`src/rtl/input_filter_defs.vh`:
```
// constants for the octal input front end: timing, fields, delays
// assumes a 50 MHz system clock and a 1 MHz filter tick derived from it
//
// Behaviour
// - capture all eight channel states together on latch or chip select.
// - capture on the falling edge into the input state register.
// - polarity 0 reports high as 1; polarity 1 reports low as 1.
// - current sink or source can be switched off, comparator stays on.
// - current field 01 with high threshold 1 selects Type 1/3.
// - current field 10 with high threshold 0 selects Type 2.
// - fields 00 and 11 give HTL, TTL or high-impedance; threshold ignored.
// - set reference short flag when the reference resistor is too small.
// - each channel has its own filter, enabled or bypassed per channel.
// - comparator outputs are sampled and latched at 1 MHz.
// - each channel selects one of eight delays from 50 us to 20 ms.
// - saturating up-down counter at 1 MHz, up on high, down on low.
// - output rises only at upper limit, falls only at lower limit.
// - lower limit is zero for every delay.
// - upper limit equals the 1 MHz ticks in the selected delay.
// - bypassed channel sampled at 1 MHz, within one microsecond of capture.
`ifndef INPUT_FILTER_DEFS_VH
`define INPUT_FILTER_DEFS_VH

// ****************************************
// timing
// ****************************************
// 50 system clocks per 1 MHz tick
`define TICK_LAST 6'h31
`define TICK_CNT_W 6

// ****************************************
// filter upper limits in 1 MHz ticks
// ****************************************
`define DLY_US_0 15'h0032
`define DLY_US_1 15'h0064
`define DLY_US_2 15'h0190
`define DLY_US_3 15'h0320
`define DLY_US_4 15'h0640
`define DLY_US_5 15'h0C80
`define DLY_US_6 15'h3200
`define DLY_US_7 15'h4E20
`define FLT_CNT_W 15

// ****************************************
// channel config field layout
// ****************************************
`define CFG_W 8
`define CFG_CURR_LO 0
`define CFG_CURR_HI 1
`define CFG_POL 2
`define CFG_HIGH_THRESHOLD_SEL 3
`define CFG_FILTER_ENABLE_BIT 4
`define CFG_DLY_LO 5
`define CFG_DLY_HI 7
`define CFG_RESET 8'h00

// ****************************************
// current field and mode codes
// ****************************************
`define CURR_OFF 2'h0
`define CURR_1X 2'h1
`define CURR_3X 2'h2
`define CURR_TTL 2'h3
`define MODE_HIZ 3'h0
`define MODE_TYPE13 3'h1
`define MODE_TYPE2 3'h2
`define MODE_TTL 3'h3
`define MODE_HTL 3'h4

`endif

```
`src/rtl/channel_filter.v`:
```
// one channel: mode decode, polarity, glitch filter with bypass
// assumes a one-cycle tick strobe at 1 MHz and a synchronised comparator input
`default_nettype none
`include "input_filter_defs.vh"

module channel_filter (
	// clock and reset
	input wire sys_clk_in,
	input wire rst_in,
	// tick and data
	input wire tick_in,
	input wire cmp_in,
	input wire [`CFG_W-1:0] cfg_in,
	// results
	output reg state_out,
	output reg [2:0] mode_out,
	output reg sink_on_out,
	output reg threshold_high_out
);

	// ****************************************
	// delay lookup
	// ****************************************
	function [`FLT_CNT_W-1:0] upper_limit;
		input [2:0] sel;
		begin
			case (sel)
				3'h0: upper_limit = `DLY_US_0;
				3'h1: upper_limit = `DLY_US_1;
				3'h2: upper_limit = `DLY_US_2;
				3'h3: upper_limit = `DLY_US_3;
				3'h4: upper_limit = `DLY_US_4;
				3'h5: upper_limit = `DLY_US_5;
				3'h6: upper_limit = `DLY_US_6;
				default: upper_limit = `DLY_US_7;
			endcase
		end
	endfunction

	wire [1:0] curr = cfg_in[`CFG_CURR_HI:`CFG_CURR_LO];
	wire pol = cfg_in[`CFG_POL];
	wire high_threshold_sel = cfg_in[`CFG_HIGH_THRESHOLD_SEL];
	wire filter_enable_bit = cfg_in[`CFG_FILTER_ENABLE_BIT];
	wire [2:0] dsel = cfg_in[`CFG_DLY_HI:`CFG_DLY_LO];
	wire [`FLT_CNT_W-1:0] lim = upper_limit(dsel);
	wire on_level = cmp_in ^ pol;

	reg [`FLT_CNT_W-1:0] cnt_r;
	reg [`FLT_CNT_W-1:0] cnt_nxt;
	reg filt_r;
	reg filt_nxt;

	// ****************************************
	// mode decode
	// ****************************************
	always @*
	begin
		threshold_high_out = 1'b0;
		sink_on_out = 1'b0;
		case (curr)
			`CURR_1X:
			begin
				mode_out = `MODE_TYPE13;
				sink_on_out = 1'b1;
				threshold_high_out = high_threshold_sel;
			end
			`CURR_3X:
			begin
				mode_out = `MODE_TYPE2;
				sink_on_out = 1'b1;
				threshold_high_out = high_threshold_sel;
			end
			`CURR_TTL:
				mode_out = pol ? `MODE_HIZ : `MODE_TTL;
			default:
				mode_out = pol ? `MODE_HIZ : `MODE_HTL;
		endcase
	end

	// ****************************************
	// up-down counter
	// ****************************************
	always @*
	begin
		cnt_nxt = cnt_r;
		filt_nxt = filt_r;
		if (tick_in)
		begin
			if (on_level)
			begin
				if (cnt_r < lim)
					cnt_nxt = cnt_r + 1'b1;
				else
					cnt_nxt = lim;
			end
			else if (cnt_r != {`FLT_CNT_W{1'b0}})
				cnt_nxt = (cnt_r > lim) ? lim : cnt_r - 1'b1;
			if (cnt_nxt >= lim)
				filt_nxt = 1'b1;
			else if (cnt_nxt == {`FLT_CNT_W{1'b0}})
				filt_nxt = 1'b0;
		end
	end

	always @(posedge sys_clk_in)
	begin
		if (rst_in)
		begin
			cnt_r <= {`FLT_CNT_W{1'b0}};
			filt_r <= 1'b0;
			state_out <= 1'b0;
		end
		else
		begin
			cnt_r <= cnt_nxt;
			filt_r <= filt_nxt;
			if (tick_in)
				state_out <= filter_enable_bit ? filt_nxt : on_level;
		end
	end

endmodule
`default_nettype wire

```
`src/rtl/octal_input_config_glitch_filter.v`:
```
// top: eight channels, 1 MHz tick, simultaneous capture, fault flag
// assumes asynchronous pins for comparators, strobes and reference short
`default_nettype none
`include "input_filter_defs.vh"

module octal_input_config_glitch_filter (
	// clock and reset
	input wire sys_clk_in,
	input wire rst_in,
	// field comparators
	input wire [7:0] comparator_in,
	// capture strobes, active low
	input wire latch_n_in,
	input wire cs_n_in,
	// channel config, eight bytes
	input wire [8*`CFG_W-1:0] channel_config_reg_in,
	// reference resistor monitor and flag clear
	input wire current_reference_pin_short_in,
	input wire second_fault_reg_read_in,
	// results
	output reg [7:0] input_state_reg_out,
	output wire [7:0] channel_state_out,
	output reg reference_short_flag_out,
	output wire [7:0] sink_enable_out,
	output wire [7:0] threshold_high_out,
	output wire [8*3-1:0] mode_out
);

	// ****************************************
	// synchronisers
	// ****************************************
	reg [7:0] cmp_s1_r;
	reg [7:0] cmp_s2_r;
	reg [2:0] strb_s1_r;
	reg [2:0] strb_s2_r;
	reg strobe_prev_r;
	reg [`TICK_CNT_W-1:0] tick_cnt_r;
	reg tick_r;

	always @(posedge sys_clk_in)
	begin
		if (rst_in)
		begin
			cmp_s1_r <= 8'h00;
			cmp_s2_r <= 8'h00;
			strb_s1_r <= 3'h3;
			strb_s2_r <= 3'h3;
		end
		else
		begin
			cmp_s1_r <= comparator_in;
			cmp_s2_r <= cmp_s1_r;
			strb_s1_r <= {current_reference_pin_short_in, cs_n_in, latch_n_in};
			strb_s2_r <= strb_s1_r;
		end
	end

	// ****************************************
	// 1 MHz tick
	// ****************************************
	always @(posedge sys_clk_in)
	begin
		if (rst_in)
		begin
			tick_cnt_r <= {`TICK_CNT_W{1'b0}};
			tick_r <= 1'b0;
		end
		else if (tick_cnt_r == `TICK_LAST)
		begin
			tick_cnt_r <= {`TICK_CNT_W{1'b0}};
			tick_r <= 1'b1;
		end
		else
		begin
			tick_cnt_r <= tick_cnt_r + 1'b1;
			tick_r <= 1'b0;
		end
	end

	// ****************************************
	// channels
	// ****************************************
	genvar g;
	generate
		for (g = 0; g < 8; g = g + 1)
		begin : ch
			channel_filter u_ch (
				.sys_clk_in(sys_clk_in),
				.rst_in(rst_in),
				.tick_in(tick_r),
				.cmp_in(cmp_s2_r[g]),
				.cfg_in(channel_config_reg_in[g*`CFG_W +: `CFG_W]),
				.state_out(channel_state_out[g]),
				.mode_out(mode_out[g*3 +: 3]),
				.sink_on_out(sink_enable_out[g]),
				.threshold_high_out(threshold_high_out[g])
			);
		end
	endgenerate

	// ****************************************
	// simultaneous capture
	// ****************************************
	wire strobe_low = strb_s2_r[0] & strb_s2_r[1];
	wire capture = strobe_prev_r & ~strobe_low;

	always @(posedge sys_clk_in)
	begin
		if (rst_in)
		begin
			strobe_prev_r <= 1'b1;
			input_state_reg_out <= 8'h00;
		end
		else
		begin
			strobe_prev_r <= strobe_low;
			if (capture)
				input_state_reg_out <= channel_state_out;
		end
	end

	// ****************************************
	// reference short flag
	// ****************************************
	always @(posedge sys_clk_in)
	begin
		if (rst_in)
			reference_short_flag_out <= 1'b0;
		else if (strb_s2_r[2])
			reference_short_flag_out <= 1'b1;
		else if (second_fault_reg_read_in)
			reference_short_flag_out <= 1'b0;
	end

endmodule
`default_nettype wire
```
`config.mk`:
```
export PLATFORM = sky130hd
export DESIGN_NAME = octal_input_config_glitch_filter
export DESIGN_NICKNAME = d
export VERILOG_FILES = /design/src/rtl/channel_filter.v /design/src/rtl/octal_input_config_glitch_filter.v
export VERILOG_INCLUDE_DIRS = /design/src /design/src/rtl
export SDC_FILE = /design/constraint.sdc
export NUM_CORES = 1
export LEC_CHECK = 0
export BUFFER_PORTS_ARGS = -buffer_cell sky130_fd_sc_hd__buf_2
export CAP_MARGIN = 15
export CORE_MARGIN = 2
export CORE_UTILIZATION = 40
export CTS_CLUSTER_SIZE = 28
export DETAILED_ROUTE_END_ITERATION = 10
export REMOVE_ABC_BUFFERS = 1
export SLEW_MARGIN = 20
export SYNTH_ARGS = -nofsm -noshare
export SYNTH_HDL_FRONTEND = slang
export SYNTH_HIERARCHICAL = 1
export SYNTH_SLANG_ARGS = --single-unit
export TNS_END_PERCENT = 1
```
`constraint.sdc`:
```
create_clock -name sys_clk_in -period 4.3 [get_ports sys_clk_in]
set_clock_uncertainty 0.05 [all_clocks]
set_input_delay 0 -clock sys_clk_in [delete_from_list [all_inputs] [get_ports sys_clk_in]]
set_output_delay 0 -clock sys_clk_in [all_outputs]
set_load 0.02 [all_outputs]
```
==> results of run 1 <==
[Yosys cell counts (all sizes together) (8+ instances only)]
cell,count,area share [%]
nor2,278,4.8
a31oi,10,0.29
o22ai,26,0.75
a211o,11,0.45
xnor2,98,4.0
or2,24,0.69
a21oi,158,4.1
buf,74,2.4
a31o,12,0.49
nand3,119,2.8
mux2,30,1.6
nand4b,9,0.36
a21o,61,2.1
o41ai,8,0.53
a22oi,14,0.49
ha,250,14
nor3,82,2.0
clkbuf,101,2.4
dfxtp,175,16
or4,23,0.97
nor2b,48,1.4
nor4,45,2.1
mux2i,211,9.8
o21ai,74,1.7
and3,23,0.68
nand4,58,1.8
or3,14,0.40
and2,11,0.32
o31ai,10,0.41
and4,16,0.66
inv,110,1.9
nand2b,20,0.58
a211oi,46,1.6
nor4b,13,1.1
a22o,43,1.7
o211ai,11,0.43
o221ai,11,0.45
xor2,90,3.6
nand2,206,3.8
[registers in the layout, indices dropped and copies added, names as in the netlist]
name	cells
cmp_s2_r	8
ch.u_ch/filt_r	8
strb_s2_r	3
ch.u_ch/state_out	8
tick_r	1
ch.u_ch/cnt_r	120
strobe_prev_r	1
tick_cnt_r	6
input_state_reg_out	8
strb_s1_r	3
reference_short_flag_out	1
cmp_s1_r	8
[layout make-up]
type                    count  area (um2)  area share, %
well taps                 696       870.8          3.189
flip-flops and latches    175        3528          12.92
clock buffers              18       439.2          1.608
clock inverters            14       138.9         0.5086
inverters                 110       412.9          1.512
repair buffers            662        4781          17.51
multi-input cells        2243       17130          62.75
[worst min path at each step]
| stage | slack, ps | from | end | cells past startpoint |
|---|---|---|---|---|
| detailed placement | 140 | cs_n_in | strb_s1_r[1] | 2 |
| finish | 140 | channel_config_reg_in[18] | ch[2].u_ch/state_out | 6 |
| CTS | 90 | channel_config_reg_in[18] | ch[2].u_ch/state_out | 6 |
| floorplan | 20 | rst_in | ch[0].u_ch/filt_r | 1 |
| global placement | 140 | cs_n_in | strb_s1_r[1] | 2 |
| global route | 170 | cs_n_in | strb_s1_r[1] | 3 |
[layer usage]
metal / vias up / global-route usage (%) / routed length (um)
li1: 10892 / - / -
met1: 10727 / 31.21 / 31370
met2: 619 / 41.77 / 33350
met3: 142 / 3.416 / 2981
met4: 6 / 9.839 / 2216
met5: - / 0 / 37
[report_power, final]
part / internal, mW / switching, mW / leakage (nW)
Clock: 0.786 / 0.823 / 0.289
Sequential: 1.63 / 0.00754 / 1.42
Combinational: 0.478 / 0.594 / 10.9
Total: 2.90 / 1.42 / 12.6
[metrics by stage]
| stage | instance area [um2] | setup slack, ps | power (mW) | hold slack [ps] |
|---|---|---|---|---|
| after floorplan | 20580 | -2146 | 2.188 | 19.07 |
| after global placement | 25780 | -256.9 | 2.648 | 140.3 |
| after detailed placement | 25780 | -310.8 | 2.673 | 139.4 |
| after CTS | 26610 | 8.367 | 4.329 | 94.54 |
| after global routing | 27300 | -141.0 | 4.533 | 168.3 |
| final | 27300 | 111.0 | 4.320 | 136.2 |
[cell families after synthesis]
group,Yosys count,synth area share [%]
and+or+nand+nor,1005,25.14
adders and majority gates,250,14.46
AOI/OAI and AO/OA,559,18.50
muxes,241,11.32
buffers and inverters,285,6.778
DFF,175,16.19
xor gates and xnor gates,188,7.611
[worst max-delay path: stages (launching register included)]
cell and delay, ps:
dfxtp_2 340, ha_4 270, nand4b_1 150, o21bai_4 210, a311o_2 450, a21oi_4 270, buf_6 150, buf_6 110
mux2i_1 200, o22ai_2 110, ha_1 380, a21oi_2 180, nor2_1 60, a211o_1 260, a21o_1 170, a21o_1 160
a21oi_2 170, o41ai_4 110, a211oi_2 170, o32ai_1 100
[timing repair]
item | 4_1_cts | 5_1_grt
hold buffers | 24 | 0
gates resized for setup | 2 | 104
endpoints found under the hold margin | 71 | 0
setup endpoints to repair | 1 | 16
pin swaps | 0 | 57
buffers inserted | 0 | 25
==> impl_metrics.toml, run 1 <==
[run_status]
status = "completed"

[setup_path]
worst_setup_path_end_kind = "register"
start_kind = "register"
worstPathArrival_ps = 4510
reg2reg_from = "ch[4].u_ch/cnt_r[5]"
cp-endpoint = "ch[4].u_ch/state_out"
reg2reg_depth = 19
cp_data_required_time_ps = 4620
critPathMaxFanout = 5
reg2reg_setup_slack_ps = 110
startpoint = "ch[4].u_ch/cnt_r[5]"
reg2reg_to = "ch[4].u_ch/state_out"
path_class = "reg2reg"

[drt]
final_antenna_net_count = 0
wl_per_cell_um = 17.85
via_per_inst = 5.714
wl_um = 69950
drc = 0
drtPass1Iterations = 5
num_vias = 22386
drtIter0Drc = 1485

[timing]
hold_viol_final = 0
tightest_slew_ps = 1101
fmax_mhz = 238.7
drv_slew = 0
fin_tns_setup_ps = 0
period_needed_ps = 4189
rsz0062_at_grt = "yes"
post-route-period-util_pct = 97.42
setup_viol = 0
max_slew_margin_pct = 26.04

[final_layout]
areaGrowthSynthToFinish_pct = 26.21
fillers = 5163
layout_common_cells = "493 x buf_4, 277 x nor2_1, 240 x ha_1"
nets = 3537
final_common_cell = "buf_4"
antenna_cells = 0
layout-drive-gt1-share_pct = 28.49
utilization_pct = 50.94
final-instance-count-excl-fill = 3918

[placed_design]
gp_congestion = 0.9853
io_buffer_count = 134
dp.cells = 3837
dp_hpwl_um = 54670

[yosys]
syn_area_um2 = 21630
seq_area_frac_synth_pct = 16.19
async_reset_ff_share_pct = 0
synth_edf_count = 0
avgSynthCellArea_um2 = 8.004
yosysWarnings = 6
netlist_instances = 2703
ys_types = 98
synth_flop_cell = "dfxtp_1"
synth-seq-cells = 175

[floorplanning]
num_rows = 85
start_util_pct = 40.36
dieWidth_um = 236.6
ios = 135
chipHeight_um = 236.6
core_um2 = 53600
dieArea_um2 = 55960

[pwr]
ir_worst_vdd_v = 0.0002265
p_leak_nw = 12.60
powerDensity_nw_per_um2 = 158.2

[clock_network]
clkSlewWorstSetupHoldPaths_ps = 80
cts-root-buf = "clkbuf_16"
cts_buffer_depth = 2
h-tree-depth = 4
cts.sinks = 175
insertion_delay_ps = 510
numCtsBuffers = 17
cts_tree = "yes"

[flow_run]
drv_cap = 0

[worst_hold_path]
hold_class = "in2reg"

[global_routing]
grt_pass1_wl_um = 112800
grt.overflow.total = 0
antenna_found_initial = 3
grt_max_degree = 91
grt_pass1_vias = 21897
grt_usage_pct = 24.55
Note: power is estimated with default switching activity, not from simulation.
==> run 2, diff against run 1 <==
--- a/config.mk
+++ b/config.mk
@@ -6,6 +6,7 @@
 export SDC_FILE = /design/constraint.sdc
 export NUM_CORES = 1
 export LEC_CHECK = 0
+export ABC_AREA = 1
 export BUFFER_PORTS_ARGS = -buffer_cell sky130_fd_sc_hd__buf_2
 export CAP_MARGIN = 15
 export CORE_MARGIN = 2
@@ -18,4 +19,3 @@
 export SYNTH_HDL_FRONTEND = slang
 export SYNTH_HIERARCHICAL = 1
 export SYNTH_SLANG_ARGS = --single-unit
-export TNS_END_PERCENT = 1
==> run 2 against run 1 <==
First-iteration DRC count grew 54%. Wire length grew 8.4%. Global-route usage rose by 0.085 points. Count of clock-buffer cells in the layout grew 2. Sequential power about the same. Clock power up 7%. Largest power group is now the clock network. Highest routed layer is now met4.
==> impl_metrics.toml, run 2 <==
[final_layout]
final-instance-count-excl-fill = 4940
regArea_um2 = 3516
areaGrowthSynthToFinish_pct = 10.40
final_common_cell = "nand2_1"
fillers = 6362
largest_reg_flops = 120
layout-drive-gt1-share_pct = 11.98
fin_area_um2 = 26210
nets = 4481
multi_input_area_um2 = 16680
top_register = "ch.u_ch/cnt_r"
utilization_pct = 44.58
layout_common_cells = "883 x nand2_1, 639 x inv_1, 459 x nor2_1"

[yosys]
syn_area_um2 = 23740
synth_area_leader_cell = "dfxtp_1"
synth_edf_count = 0
async_reset_ff_share_pct = 0
seq_area_frac_synth_pct = 14.76
synth_common_cells = "883 x nand2_1, 639 x inv_1, 459 x nor2_1"
synthTopCellsByArea = "dfxtp_1 15%, nand2_1 14%, ha_1 13%"
ys_types = 48
netlist.area_leader.share_pct = 14.76
synth_flop_cell = "dfxtp_1"
yosysWarnings = 6
synth.most_common_cell = "nand2_1"
avgSynthCellArea_um2 = 5.950
synth-seq-cells = 175
netlist_instances = 3990

[run_status]
status = "completed"

[timing]
period_needed_ps = 3951
fin_tns_setup_ps = 0
max_slew_margin_pct = 29.56
fmax_mhz = 253.1
post-route-period-util_pct = 91.89
hold_viol_final = 0
setup_viol = 0
tightest_slew_ps = 1051
drv_slew = 0

[pwr]
powerDensity_nw_per_um2 = 172.6
total_power_mw = 4.523
ir_worst_vdd_v = 0.0003553
p_leak_nw = 14.44
p_sw_mw = 1.576
internal_power_mw = 2.947
combPwrFrac_pct = 25.4
clock_power_share_pct = 38.2
switching_share_pct = 34.84
seqPwrFrac_pct = 36.4

[drt]
via_per_inst = 5.159
drtIter0Drc = 2280
wl_um = 75810
drc = 0
num_vias = 25484
final_antenna_net_count = 0
drtPass1Iterations = 8
wl_per_cell_um = 15.35

[global_routing]
grt_pass1_wl_um = 121100
grt_pass1_vias = 23015
grt_max_degree = 51
grt.overflow.total = 0
grt_usage_pct = 24.63
antenna_found_initial = 3

[placed_design]
io_buffer_count = 134
dp.cells = 4883
dpl-instance-area_um2 = 25330
gp_congestion = 0.9624
dp_hpwl_um = 60040

[floorplanning]
dieWidth_um = 247.6
start_util_pct = 40.38
chipHeight_um = 247.6
ios = 135
core_um2 = 58800
num_rows = 89
dieArea_um2 = 61320

[clock_network]
numCtsBuffers = 17
h-tree-depth = 4
insertion_delay_ps = 520
cts_buffer_depth = 2
cts-root-buf = "clkbuf_16"
clkSlewWorstSetupHoldPaths_ps = 80
cts_tree = "yes"
cts.sinks = 175

[worst_hold_path]
hold_class = "in2reg"

[flow_run]
drv_cap = 0

[setup_path]
path_class = "reg2reg"
start_kind = "register"
cp_data_required_time_ps = 4690
worstPathArrival_ps = 4340
critPathMaxFanout = 15
worst_setup_path_end_kind = "register"
## run 2: path summary, 6_finish.rpt
| kind | from | slack, ps | end | cells after the start |
|---|---|---|---|---|
| worst max-delay path | ch[2].u_ch/cnt_r[14] | 350 | ch[2].u_ch/state_out | 27 |
| worst min register to register | cmp_s1_r[5] | 350 | cmp_s2_r[5] | 2 |
| worst min-delay path | channel_config_reg_in[34] | 40 | ch[4].u_ch/cnt_r[0] | 5 |
| worst max register to register | ch[2].u_ch/cnt_r[14] | 350 | ch[2].u_ch/state_out | 27 |
## run 2: power groups by stage
stage / Sequential (mW) / Clock [mW] / Combinational, mW
6_report: 1.65 / 1.73 / 1.15
5_1_grt: 1.65 / 1.84 / 1.30
4_1_cts: 1.65 / 1.79 / 1.14
3_5_place_dp: 1.68 / 0 / 1.12
3_3_place_gp: 1.68 / 0 / 1.12
2_1_floorplan: 1.69 / 0 / 0.718
## run 2: metrics by stage
step	hold WS, ps	worst slack [ps]
2_1_floorplan	12.44	386.1
3_3_place_gp	131.9	129.3
3_5_place_dp	134.4	103.0
4_1_cts	10.57	261.3
5_1_grt	77.56	-7.591
6_report	36.88	348.8
## run 2: cell families (layout without fill, tap and decap cells)
kind of cell | Yosys count | count (layout) | share of synthesized area, %
AND/OR/NAND/NOR | 1977 | 1977 | 36.61
buffers and inverters | 808 | 984 | 15.10
AO/OA/AOI/OAI | 642 | 642 | 15.10
adder cells (fa/ha/maj) | 250 | 250 | 13.18
flip-flops | 175 | 175 | 14.76
XOR/XNOR | 138 | 138 | 5.249
other | 0 | 1 | 0
## run 2: area by class of cell
class | count | share of cell area [%]
multi-input cells | 3007 | 63.63
inverters | 665 | 9.667
flip-flops and latches | 175 | 13.41
well taps | 773 | 3.690
clock buffers | 20 | 1.742
clock inverters | 12 | 0.5538
diodes | 1 | 0.009547
repair buffers | 287 | 7.289
## run 2: critical path: stages, from the launching register on
cell	delay, ps
dfxtp_1	390
ha_1	330
nand2_1	90
nor2_2	170
nand3_1	150
nor2_4	150
nand2_2	80
nand2_4	80
buf_6	160
nand3_1	80
nand2_1	90
inv_1	50
a21oi_2	120
inv_1	80
ha_1	300
nand2_1	70
nor2_1	130
nand4_1	140
nand3b_1	240
nor2_1	110
nand3_1	80
nor2_1	120
nor2_1	50
o21ai_0	140
nand2_1	140
nand3_1	110
nand2_1	60
a21oi_2	110
## run 2: timing repair
item / CTS / global route
buffers inserted: 0 / 0
hold buffers: 24 / 0
gates resized for setup: 0 / 12
hold endpoints to repair: 25 / 0
setup endpoints to repair: 0 / 6
## run 2: routing by layer
| metal | wire, um | global-route usage [%] | up-vias |
|---|---|---|---|
| li1 | - | - | 13197 |
| met1 | 35100 | 33.98 | 11231 |
| met2 | 33330 | 38.77 | 931 |
| met3 | 5291 | 3.503 | 125 |
| met4 | 2090 | 9.176 | 0 |
| met5 | 0 | 0 | - |
